==> src/verilog/cps_pkg.sv <==
// Constants, states and carriers of the chipset power-up sequencer
package cps_pkg;

	// Clock rate and derived timing
	localparam longint CLK_HZ     = 200_000_000;
	localparam longint REMOTE_HZ  = 4_096_000;
	localparam longint HOLD_MS    = 32;
	localparam longint WAIT_US    = 20;
	localparam longint HOLD_CYC   = (HOLD_MS * CLK_HZ) / 1000;
	localparam int     WAIT_CYC   = int'((WAIT_US * CLK_HZ + 999_999) / 1_000_000);
	localparam int     WAIT_W     = 13;

	// Phase step for two remote-clock edges per period
	localparam int     NCO_W      = 24;
	localparam logic [NCO_W-1:0] NCO_INC =
		NCO_W'(((64'd1 << NCO_W) * 2 * REMOTE_HZ) / CLK_HZ);

	// Reset burst
	localparam logic [3:0] BURST_PULSES = 4'h8;
	localparam int     SEL_EDGES    = 3;

	// Register map
	localparam logic [15:0] STATUS_FIRST_ADDR  = 16'hE502;
	localparam logic [15:0] STATUS_SECOND_ADDR = 16'hE503;
	localparam logic [15:0] MASK_SECOND_ADDR   = 16'hE50B;
	localparam int          RESET_DONE_FLAG_BIT        = 15;
	localparam logic [31:0] STATUS_RST         = 32'h0000_0000;
	localparam logic [31:0] MASK_RST           = 32'h0000_0000;

	// Sequencer states, one-hot
	typedef enum logic [4:0] {
		ST_OFF   = 5'h01,
		ST_HOLD  = 5'h02,
		ST_WAIT  = 5'h04,
		ST_BURST = 5'h08,
		ST_DONE  = 5'h10
	} cps_state_t;

	// Lines towards the remote front-ends
	typedef struct packed {
		logic       remote_clock_out;
		logic       reset_enable;
		logic [3:0] timing_lines;  // neutral, c, b, a
	} cps_remote_t;

	localparam cps_remote_t REMOTE_IDLE = '{1'b1, 1'b1, 4'hF};

	// Register access request
	typedef struct packed {
		logic        wr;
		logic        rd;
		logic [15:0] addr;
		logic [31:0] wdata;
	} cps_reg_req_t;

endpackage

==> src/verilog/cps_sync.sv <==
// Three-stage synchroniser with agreement filter for pin inputs
`timescale 1ns/10ps
module cps_sync #(
	parameter logic RST_VAL = 1'b0
) (
	input  wire logic i_clk,
	input  wire logic i_reset,
	input  wire logic i_ce,
	input  wire logic i_pin,
	output logic      o_level
);
	logic s1_ff;
	logic s2_ff;
	logic s3_ff;
	logic lvl_ff;

	// Stage one feeds only stage two
	always_ff @(posedge i_clk or posedge i_reset) begin
		if (i_reset) begin
			s1_ff <= RST_VAL;
			s2_ff <= RST_VAL;
			s3_ff <= RST_VAL;
		end else if (i_ce) begin
			s1_ff <= i_pin;
			s2_ff <= s1_ff;
			s3_ff <= s2_ff;
		end
	end

	// Change accepted once stages two and three agree
	always_ff @(posedge i_clk or posedge i_reset) begin
		if (i_reset) begin
			lvl_ff <= RST_VAL;
		end else if (i_ce && (s2_ff == s3_ff)) begin
			lvl_ff <= s3_ff;
		end
	end

	assign o_level = lvl_ff;
endmodule // cps_sync

==> src/verilog/cps_sequencer.sv <==
// Power-up sequencer: hold-off, remote clock, remote reset, reset-done
`timescale 1ns/10ps
// How it works
// - After supply crosses upper threshold, stay idle another 32 ms.
// - Leaving idle, drive a continuous 4.096 MHz remote clock.
// - 20 us after remote clock starts, pull reset enable low.
// - With reset enable low, pulse all four timing lines low eight times.
// - After the burst, return reset enable and timing lines high.
// - When all is running, pull interrupt line two low, set bit 15.
// - Reset-done flag reads 0 during power-up, 1 only once complete.
// - After power-up the two-wire port is the active host port.
// - Right after power-up every register holds its default value; here the second status register has bit 15 set.
// - Supply below about 2 V forces everything inactive.
// - Three falling edges on the select pin switch host port to SPI.
// - Reset-done interrupt ignores every mask bit.
// - Writing 1 to bit 15 clears the flag and releases the line.
module cps_sequencer #(
	parameter longint HOLD_CYCLES = cps_pkg::HOLD_CYC
) (
	input  wire logic                 i_clk,
	input  wire logic                 i_reset,
	input  wire logic                 i_ce,
	input  wire logic                 i_supply_above_upper,
	input  wire logic                 i_supply_below_low,
	input  wire logic                 i_port_select_pin,
	input  wire logic [31:0]          i_status_events,
	input  wire cps_pkg::cps_reg_req_t i_reg_req,
	output logic [31:0]               o_reg_rdata,
	output cps_pkg::cps_remote_t      o_remote,
	output logic                      o_host_irq_line_two_n,
	output logic                      o_spi_selected,
	output logic                      o_ready
);
	localparam int HW = 32;

	initial
		if (HOLD_CYCLES < 1 || HOLD_CYCLES >= (64'd1 << HW))
			$error("HOLD_CYCLES out of range");

	cps_pkg::cps_state_t  state_ff;
	cps_pkg::cps_state_t  nxt_state;
	cps_pkg::cps_remote_t remote_ff;
	logic [HW-1:0]        hold_cnt_ff;
	logic [cps_pkg::WAIT_W-1:0] wait_cnt_ff;
	logic [cps_pkg::NCO_W-1:0]  nco_ff;
	logic                 half_tick;
	logic [3:0]           pulse_cnt_ff;
	logic                 burst_end;
	logic [31:0]          status_second_ff;
	logic [31:0]          status_first_ff;
	logic [31:0]          mask_second_ff;
	logic [31:0]          rdata_ff;
	logic [1:0]           sel_cnt_ff;
	logic                 spi_ff;
	logic                 sel_prev_ff;
	logic                 sup_up, sup_low, sel_lvl;
	logic                 active;
	logic                 wr_second, wr_first;

	// Pin inputs are asynchronous to the device clock
	cps_sync #(.RST_VAL(1'b0)) u_sync_up (
		.i_clk(i_clk), .i_reset(i_reset), .i_ce(i_ce),
		.i_pin(i_supply_above_upper), .o_level(sup_up));
	cps_sync #(.RST_VAL(1'b1)) u_sync_low (
		.i_clk(i_clk), .i_reset(i_reset), .i_ce(i_ce),
		.i_pin(i_supply_below_low), .o_level(sup_low));
	cps_sync #(.RST_VAL(1'b1)) u_sync_sel (
		.i_clk(i_clk), .i_reset(i_reset), .i_ce(i_ce),
		.i_pin(i_port_select_pin), .o_level(sel_lvl));

	// Half-period ticks of the 4.096 MHz remote clock
	always_ff @(posedge i_clk or posedge i_reset) begin
		if (i_reset) begin
			nco_ff <= '0;
		end else if (i_ce) begin
			nco_ff <= nco_ff + cps_pkg::NCO_INC;
		end
	end
	// Carry out; jitter of one clock is the price of a 200 MHz source
	assign half_tick = (nco_ff + cps_pkg::NCO_INC) < nco_ff;
	assign burst_end = half_tick && (pulse_cnt_ff == cps_pkg::BURST_PULSES)
		&& !remote_ff.timing_lines[0];
	assign active = (state_ff != cps_pkg::ST_OFF);

	// Sequencer next state; low supply overrides everything
	always_comb begin
		nxt_state = state_ff;
		case (state_ff)
			cps_pkg::ST_OFF: begin
				if (sup_up)
					nxt_state = cps_pkg::ST_HOLD;
			end
			cps_pkg::ST_HOLD: begin
				if (hold_cnt_ff == HW'(HOLD_CYCLES - 1))
					nxt_state = cps_pkg::ST_WAIT;
			end
			cps_pkg::ST_WAIT: begin
				if (wait_cnt_ff == cps_pkg::WAIT_W'(cps_pkg::WAIT_CYC - 1))
					nxt_state = cps_pkg::ST_BURST;
			end
			cps_pkg::ST_BURST: begin
				if (burst_end)
					nxt_state = cps_pkg::ST_DONE;
			end
			cps_pkg::ST_DONE: nxt_state = cps_pkg::ST_DONE;
			default: nxt_state = cps_pkg::ST_OFF;
		endcase
		if (sup_low)
			nxt_state = cps_pkg::ST_OFF;
	end

	always_ff @(posedge i_clk or posedge i_reset) begin
		if (i_reset) begin
			state_ff <= cps_pkg::ST_OFF;
		end else if (i_ce) begin
			state_ff <= nxt_state;
		end
	end

	// Hold-off and settle counters restart on each state entry
	always_ff @(posedge i_clk or posedge i_reset) begin
		if (i_reset) begin
			hold_cnt_ff <= '0;
			wait_cnt_ff <= '0;
		end else if (i_ce) begin
			hold_cnt_ff <= (state_ff == cps_pkg::ST_HOLD)
				? hold_cnt_ff + 1'b1 : '0;
			wait_cnt_ff <= (state_ff == cps_pkg::ST_WAIT)
				? wait_cnt_ff + 1'b1 : '0;
		end
	end

	// Remote lines: clock runs from hold-off exit, burst under reset
	always_ff @(posedge i_clk or posedge i_reset) begin
		if (i_reset) begin
			remote_ff    <= cps_pkg::REMOTE_IDLE;
			pulse_cnt_ff <= '0;
		end else if (i_ce) begin
			if (nxt_state == cps_pkg::ST_OFF ||
			    nxt_state == cps_pkg::ST_HOLD) begin
				remote_ff    <= cps_pkg::REMOTE_IDLE;
				pulse_cnt_ff <= '0;
			end else begin
				if (half_tick)
					remote_ff.remote_clock_out <=
						~remote_ff.remote_clock_out;
				if (nxt_state == cps_pkg::ST_BURST) begin
					remote_ff.reset_enable <= 1'b0;
					if (half_tick) begin
						remote_ff.timing_lines <=
							~remote_ff.timing_lines;
						if (remote_ff.timing_lines[0])
							pulse_cnt_ff <= pulse_cnt_ff + 1'b1;
					end
				end else begin
					remote_ff.reset_enable <= 1'b1;
					remote_ff.timing_lines <= 4'hF;
				end
			end
		end
	end

	assign wr_second = i_reg_req.wr &&
		(i_reg_req.addr == cps_pkg::STATUS_SECOND_ADDR);
	assign wr_first = i_reg_req.wr &&
		(i_reg_req.addr == cps_pkg::STATUS_FIRST_ADDR);

	// Sticky status; set beats a same-cycle write-one clear
	// Cleared on the edge that enters OFF, so no stale flag survives
	always_ff @(posedge i_clk or posedge i_reset) begin
		if (i_reset) begin
			status_second_ff <= cps_pkg::STATUS_RST;
			status_first_ff  <= cps_pkg::STATUS_RST;
		end else if (i_ce) begin
			if (!active || nxt_state == cps_pkg::ST_OFF) begin
				status_second_ff <= cps_pkg::STATUS_RST;
				status_first_ff  <= cps_pkg::STATUS_RST;
			end else begin
				status_second_ff <= (status_second_ff &
					~(wr_second ? i_reg_req.wdata : 32'h0000_0000))
					| ((state_ff == cps_pkg::ST_DONE) ? 32'h0000_0000 :
					{16'h0000, burst_end, 15'h0000})
					| ((state_ff == cps_pkg::ST_DONE) ?
					{i_status_events[31:16], 1'b0,
					 i_status_events[14:0]} : 32'h0000_0000);
				status_first_ff <= (status_first_ff &
					~(wr_first ? i_reg_req.wdata : 32'h0000_0000))
					| ((state_ff == cps_pkg::ST_DONE) ?
					i_status_events : 32'h0000_0000);
			end
		end
	end

	// Mask; bit 15 has no function and stays zero
	always_ff @(posedge i_clk or posedge i_reset) begin
		if (i_reset) begin
			mask_second_ff <= cps_pkg::MASK_RST;
		end else if (i_ce) begin
			if (!active || nxt_state == cps_pkg::ST_OFF)
				mask_second_ff <= cps_pkg::MASK_RST;
			else if (i_reg_req.wr &&
				 i_reg_req.addr == cps_pkg::MASK_SECOND_ADDR)
				mask_second_ff <= i_reg_req.wdata &
					~(32'h1 << cps_pkg::RESET_DONE_FLAG_BIT);
		end
	end

	// Read data held in flip-flops; unmapped addresses read zero
	always_ff @(posedge i_clk or posedge i_reset) begin
		if (i_reset) begin
			rdata_ff <= 32'h0000_0000;
		end else if (i_ce && i_reg_req.rd) begin
			case (i_reg_req.addr)
				cps_pkg::STATUS_SECOND_ADDR: rdata_ff <= status_second_ff;
				cps_pkg::STATUS_FIRST_ADDR:  rdata_ff <= status_first_ff;
				cps_pkg::MASK_SECOND_ADDR:   rdata_ff <= mask_second_ff;
				default:                     rdata_ff <= 32'h0000_0000;
			endcase
		end
	end

	// Port selection: three select falling edges after power-up
	always_ff @(posedge i_clk or posedge i_reset) begin
		if (i_reset) begin
			sel_prev_ff <= 1'b1;
			sel_cnt_ff  <= '0;
			spi_ff      <= 1'b0;
		end else if (i_ce) begin
			sel_prev_ff <= sel_lvl;
			if (state_ff != cps_pkg::ST_DONE) begin
				sel_cnt_ff <= '0;
				spi_ff     <= 1'b0;
			end else if (sel_prev_ff && !sel_lvl && !spi_ff) begin
				if (sel_cnt_ff == 2'(cps_pkg::SEL_EDGES - 1))
					spi_ff <= 1'b1;
				else
					sel_cnt_ff <= sel_cnt_ff + 1'b1;
			end
		end
	end

	// Reset-done bypasses the mask
	assign o_host_irq_line_two_n = ~(status_second_ff[cps_pkg::RESET_DONE_FLAG_BIT]
		| (|(status_second_ff & mask_second_ff)));
	assign o_remote       = remote_ff;
	assign o_reg_rdata    = rdata_ff;
	assign o_spi_selected = spi_ff;
	assign o_ready        = (state_ff == cps_pkg::ST_DONE);

	a_hold_quiet: assert property (@(posedge i_clk) disable iff (i_reset)
		state_ff == cps_pkg::ST_HOLD |-> remote_ff == cps_pkg::REMOTE_IDLE)
		else $error("remote lines active during hold-off");
	a_hold_exit: assert property (@(posedge i_clk) disable iff (i_reset)
		$rose(state_ff == cps_pkg::ST_WAIT) |->
		$past(hold_cnt_ff) == HW'(HOLD_CYCLES - 1))
		else $error("hold-off length wrong");
	a_clk_runs: assert property (@(posedge i_clk) disable iff (i_reset)
		i_ce && half_tick && state_ff == cps_pkg::ST_WAIT &&
		nxt_state == cps_pkg::ST_WAIT |=> $changed(remote_ff.remote_clock_out))
		else $error("remote clock not toggling");
	a_wait_len: assert property (@(posedge i_clk) disable iff (i_reset)
		$rose(state_ff == cps_pkg::ST_BURST) |->
		$past(wait_cnt_ff) == cps_pkg::WAIT_W'(cps_pkg::WAIT_CYC - 1)
		&& !remote_ff.reset_enable)
		else $error("reset enable timing wrong");
	a_burst_count: assert property (@(posedge i_clk) disable iff (i_reset)
		$fell(remote_ff.timing_lines[0]) |->
		!remote_ff.reset_enable && pulse_cnt_ff <= cps_pkg::BURST_PULSES)
		else $error("timing line pulse outside burst");
	a_burst_end: assert property (@(posedge i_clk) disable iff (i_reset)
		$rose(state_ff == cps_pkg::ST_DONE) |->
		$past(pulse_cnt_ff) == cps_pkg::BURST_PULSES &&
		remote_ff.reset_enable && remote_ff.timing_lines == 4'hF)
		else $error("burst did not end cleanly");
	a_done_flag: assert property (@(posedge i_clk) disable iff (i_reset)
		$rose(state_ff == cps_pkg::ST_DONE) |->
		status_second_ff[cps_pkg::RESET_DONE_FLAG_BIT] && !o_host_irq_line_two_n)
		else $error("reset-done not raised");
	a_flag_early: assert property (@(posedge i_clk) disable iff (i_reset)
		state_ff != cps_pkg::ST_DONE |->
		!status_second_ff[cps_pkg::RESET_DONE_FLAG_BIT])
		else $error("reset-done set before completion");
	a_irq_unmask: assert property (@(posedge i_clk) disable iff (i_reset)
		status_second_ff[cps_pkg::RESET_DONE_FLAG_BIT] |-> !o_host_irq_line_two_n)
		else $error("reset-done interrupt masked");
	a_flag_clear: assert property (@(posedge i_clk) disable iff (i_reset)
		i_ce && wr_second && i_reg_req.wdata[cps_pkg::RESET_DONE_FLAG_BIT] &&
		state_ff == cps_pkg::ST_DONE |=>
		!status_second_ff[cps_pkg::RESET_DONE_FLAG_BIT])
		else $error("reset-done not cleared");
	a_port_default: assert property (@(posedge i_clk) disable iff (i_reset)
		$rose(state_ff == cps_pkg::ST_DONE) |-> !spi_ff)
		else $error("SPI active at power-up");
	a_low_supply: assert property (@(posedge i_clk) disable iff (i_reset)
		i_ce && sup_low |=> state_ff == cps_pkg::ST_OFF &&
		remote_ff == cps_pkg::REMOTE_IDLE)
		else $error("not inactive on low supply");
endmodule // cps_sequencer

==> config.mk <==
export PLATFORM = sky130hd
export DESIGN_NAME = cps_sequencer
export DESIGN_NICKNAME = d
export VERILOG_FILES = /design/src/verilog/cps_pkg.sv /design/src/verilog/cps_sync.sv /design/src/verilog/cps_sequencer.sv
export SDC_FILE = /design/constraint.sdc
export NUM_CORES = 1
export LEC_CHECK = 0
export BUFFER_PORTS_ARGS = -buffer_cell sky130_fd_sc_hd__buf_2
export CAP_MARGIN = 10
export CELL_PAD_IN_SITES_DETAIL_PLACEMENT = 0
export CELL_PAD_IN_SITES_GLOBAL_PLACEMENT = 2
export CORE_MARGIN = 1.5
export CORE_UTILIZATION = 40
export DETAILED_ROUTE_END_ITERATION = 7
export PLACE_DENSITY_LB_ADDON = 0.1
export SYNTH_ARGS = -nofsm -noshare
export SYNTH_HDL_FRONTEND = slang
export SYNTH_SLANG_ARGS = --single-unit
==> constraint.sdc <==
create_clock -name i_clk -period 19.51 [get_ports i_clk]
set_clock_uncertainty 0.05 [all_clocks]
set_input_delay 0.9755 -clock i_clk [delete_from_list [all_inputs] [get_ports i_clk]]
set_output_delay 0.9755 -clock i_clk [all_outputs]
set_load 0.02 [all_outputs]
==> impl_metrics.py <==
metrics = {
    "setup_path": {
        "cpPeakStageDelay_ps": 450,
        "cp-end-kind": "register",
        "cp_max_fo": 10,
        "worst_ep_required_time_ps": 19930,
        "startpoint_type": "register",
        "path_common_cell": "and3_1",
        "crit_chain": "nor2_1 > a21boi_0 > o21a_1 > and3_1 > o31a_2 > a31o_2 > and3_1 > ha_1 > xor2_1 > and3_1 > nand4_1 > a2bb2oi_4 > a31oi_4 > mux2_2",
        "crit_type": "reg2reg",
        "cp.arrival_ps": 4130,
        "crit_path_top_delay_cell": "dfrtp_1",
        "rrSetupSlack_ps": 15790,
    },
    "sta": {
        "fin_crit_sh_pct": 19.05,
        "setup_viol": 0,
        "tightest_slew_ps": 1053,
        "hold_violations": 0,
        "slew_headroom_pct": 29.74,
        "max_freq_mhz": 269.0,
        "final-max-slew-violation-count": 0,
        "rsz0062_at_grt": "no",
        "tns_ps": 0,
        "final.min_clock_period_ps": 3717,
    },
    "power": {
        "p_leak_nw": 6.201,
        "cellPowerDensity_nw_per_um2": 102.5,
        "ir_drop_mv": 0.1007,
    },
    "clock_network": {
        "htree_levels": 1,
        "root_buffer": "clkbuf_16",
        "clock_latency_ps": 530,
        "numCtsBuffers": 27,
        "post-cts-setup-buffer-count": 0,
        "clock_sinks": 226,
        "cts_tree": "built",
        "hold_buffers": 0,
        "post_cts_resized": 0,
        "clockBufferDepth": 3,
        "clk_pin_slew_ps": 60,
    },
    "floorplan": {
        "die_w_um": 170.8,
        "core_area_um2": 27780,
        "die-height_um": 170.8,
        "dieArea_um2": 29170,
        "start_util_pct": 40.54,
        "rows": 61,
        "boundaryPins": 129,
    },
    "synth": {
        "synth_most_common_cell": "dfrtp_1",
        "synth_edf_count": 0,
        "synth.avg_cell_area_um2": 9.285,
        "synthTopCellsByArea": "dfrtp_1 47%, nand2_1 6.6%, o21ai_0 6.2%, a21oi_1 5.8%, mux2_2 4.2%",
        "ys_ff_latch": 226,
        "yosysWarnings": 0,
        "synth_seq_area_share_pct": 50.39,
        "synth_common_cells": "210 x dfrtp_1, 199 x nand2_1, 139 x o21ai_0",
        "ys_types": 72,
        "ys.flop_type": "dfrtp_1",
        "synth_top_cell_by_area": "dfrtp_1",
        "syn_nets": 1318,
        "synth_top_cell_area_share_pct": 46.66,
        "syn-cell-area_um2": 11260,
        "ys_async_sr_fraction_pct": 100.0,
        "netlist_instances": 1213,
    },
    "global_routing": {
        "antenna_found_initial": 0,
        "track_usage_pct": 21.43,
        "grt_pass1_vias": 8812,
        "grt_max_degree": 131,
        "grt_pass1_wl_um": 49130,
        "grt_overflow": 0,
    },
    "drt": {
        "wl_per_cell_um": 18.07,
        "routed_wl_um": 30990,
        "avgViaCountPerCell": 5.330,
        "dr.pass1.iters": 6,
        "drc_errors": 0,
        "postRouteAntennaNets": 0,
        "first_iter_violations": 609,
        "via_count": 9141,
    },
    "cells_and_area": {
        "layout-drive-gt1-share_pct": 21.09,
        "num-fill-cells": 2765,
        "num_antenna_cells": 0,
        "nNetsFinal": 1422,
        "instances_no_fill": 1715,
        "syn_to_final_growth_pct": 16.20,
    },
    "placed_design": {
        "dp.cells": 1666,
        "globalplace.congestion": 0.7529,
        "hpwl_um": 19720,
        "portBuffers": 128,
    },
    "hold_path": {
        "hold_class": "reg2reg",
    },
    "run": {
        "drv_cap": 0,
    },
    "status": {
        "run_status": "finished clean",
    },
}
registers in the layout, indices dropped and copies added, names as in the netlist, 2 cells and up:
name,cells
state_ff,5
o_remote,6
wait_cnt_ff,13
status_second_ff,32
status_first_ff,32
pulse_cnt_ff,4
hold_cnt_ff,32
sel_cnt_ff,2
nco_ff,23
mask_second_ff,31
o_reg_rdata,32
cell type report:
| cell class | instances | area [um2] | share of cell area [%] |
|---|---|---|---|
| Clock buffer | 40 | 804.5 | 6.147 |
| Clock inverter | 9 | 47.55 | 0.3633 |
| Inverter | 30 | 120.1 | 0.9178 |
| Multi-Input combinational cell | 890 | 5221 | 39.89 |
| Sequential cell | 226 | 5675 | 43.37 |
| Tap cell | 378 | 473.0 | 3.614 |
| Timing Repair Buffer | 142 | 745.7 | 5.698 |
critical path: cells and delay by family, from the launching register on:
kind | cells | cell delay [ps]
flip-flops | 1 | 450
AO/OA/AOI/OAI | 6 | 1520
XOR/XNOR | 1 | 190
adder cells (fa/ha/maj) | 1 | 300
multiplexers | 1 | 190
AND/OR/NAND/NOR | 5 | 950
metal layers:
metal / GRT usage, % / up-vias / share of wire, %
met5: 0 / - / 0
met4: 3.963 / 0 / 1.3
met3: 2.915 / 32 / 4.4
met2: 33.98 / 184 / 46
met1: 31.40 / 4451 / 48
li1: - / 4474 / -
layout by cell type (no fill, tap or decap), drive strengths merged, types with 4 or more instances in the layout:
cell type / instances
a21o: 5
a21oi: 130
a221oi: 5
a22o: 6
a22oi: 37
a31oi: 4
and2: 5
and3: 19
buf: 142
clkbuf: 40
clkinv: 8
dfrtp: 210
dfstp: 16
ha: 17
inv: 30
mux2: 42
nand2: 201
nand2b: 6
nand3: 27
nand4: 17
nor2: 97
nor2b: 4
nor3: 12
nor4: 12
o21ai: 142
o22ai: 5
o2bb2ai: 5
or3: 10
xnor2: 18
xor2: 23
worst paths after layout:
check	startpoint	end	depth (start not counted)
worst max-delay path	nco_ff[3]$_DFFE_PP0P_	state_ff[3]$_DFFE_PP0P_	14
worst min-delay path	nco_ff[13]$_DFFE_PP0P_	nco_ff[13]$_DFFE_PP0P_	1
worst max register to register	nco_ff[3]$_DFFE_PP0P_	state_ff[3]$_DFFE_PP0P_	14
worst min register to register	nco_ff[13]$_DFFE_PP0P_	nco_ff[13]$_DFFE_PP0P_	1
max in group asynchronous	i_reset	status_second_ff[5]$_DFFE_PP0P_	4
min in group asynchronous	i_reset	o_reg_rdata[3]$_DFFE_PP0P_	2
metrics by stage:
step	cell area (um2)	total power, mW	setup slack, ps	hold slack, ps	util (%)
after global routing	13090	1.424	15540	434.1	47.11
final	13090	1.342	15790	415.1	47.11
after CTS	13090	1.360	15790	422.6	47.11
after detailed placement	12240	0.8719	15550	413.8	44.04
after floorplan	11260	0.7952	12320	392.6	-
after global placement	12240	0.8676	15650	410.0	44.04
where the power goes:
group          switching [mW]  internal, mW  total (mW)
registers              0.0526         0.522       0.574
logic                   0.170         0.116       0.286
clock network           0.198         0.283       0.481
total                   0.420         0.921        1.34
cells by family after synthesis:
group                      count (synthesis)  share of synthesized area [%]
and+or+nand+nor                          425                          17.44
muxes                                     43                          4.288
adders and majority gates                 17                          1.888
buffers and inverters                     97                          3.566
AOI/OAI and AO/OA                        364                          19.24
xor gates and xnor gates                  41                          3.188
DFF                                      226                          50.39
No activity file was read; power rests on OpenSTA's default activity.
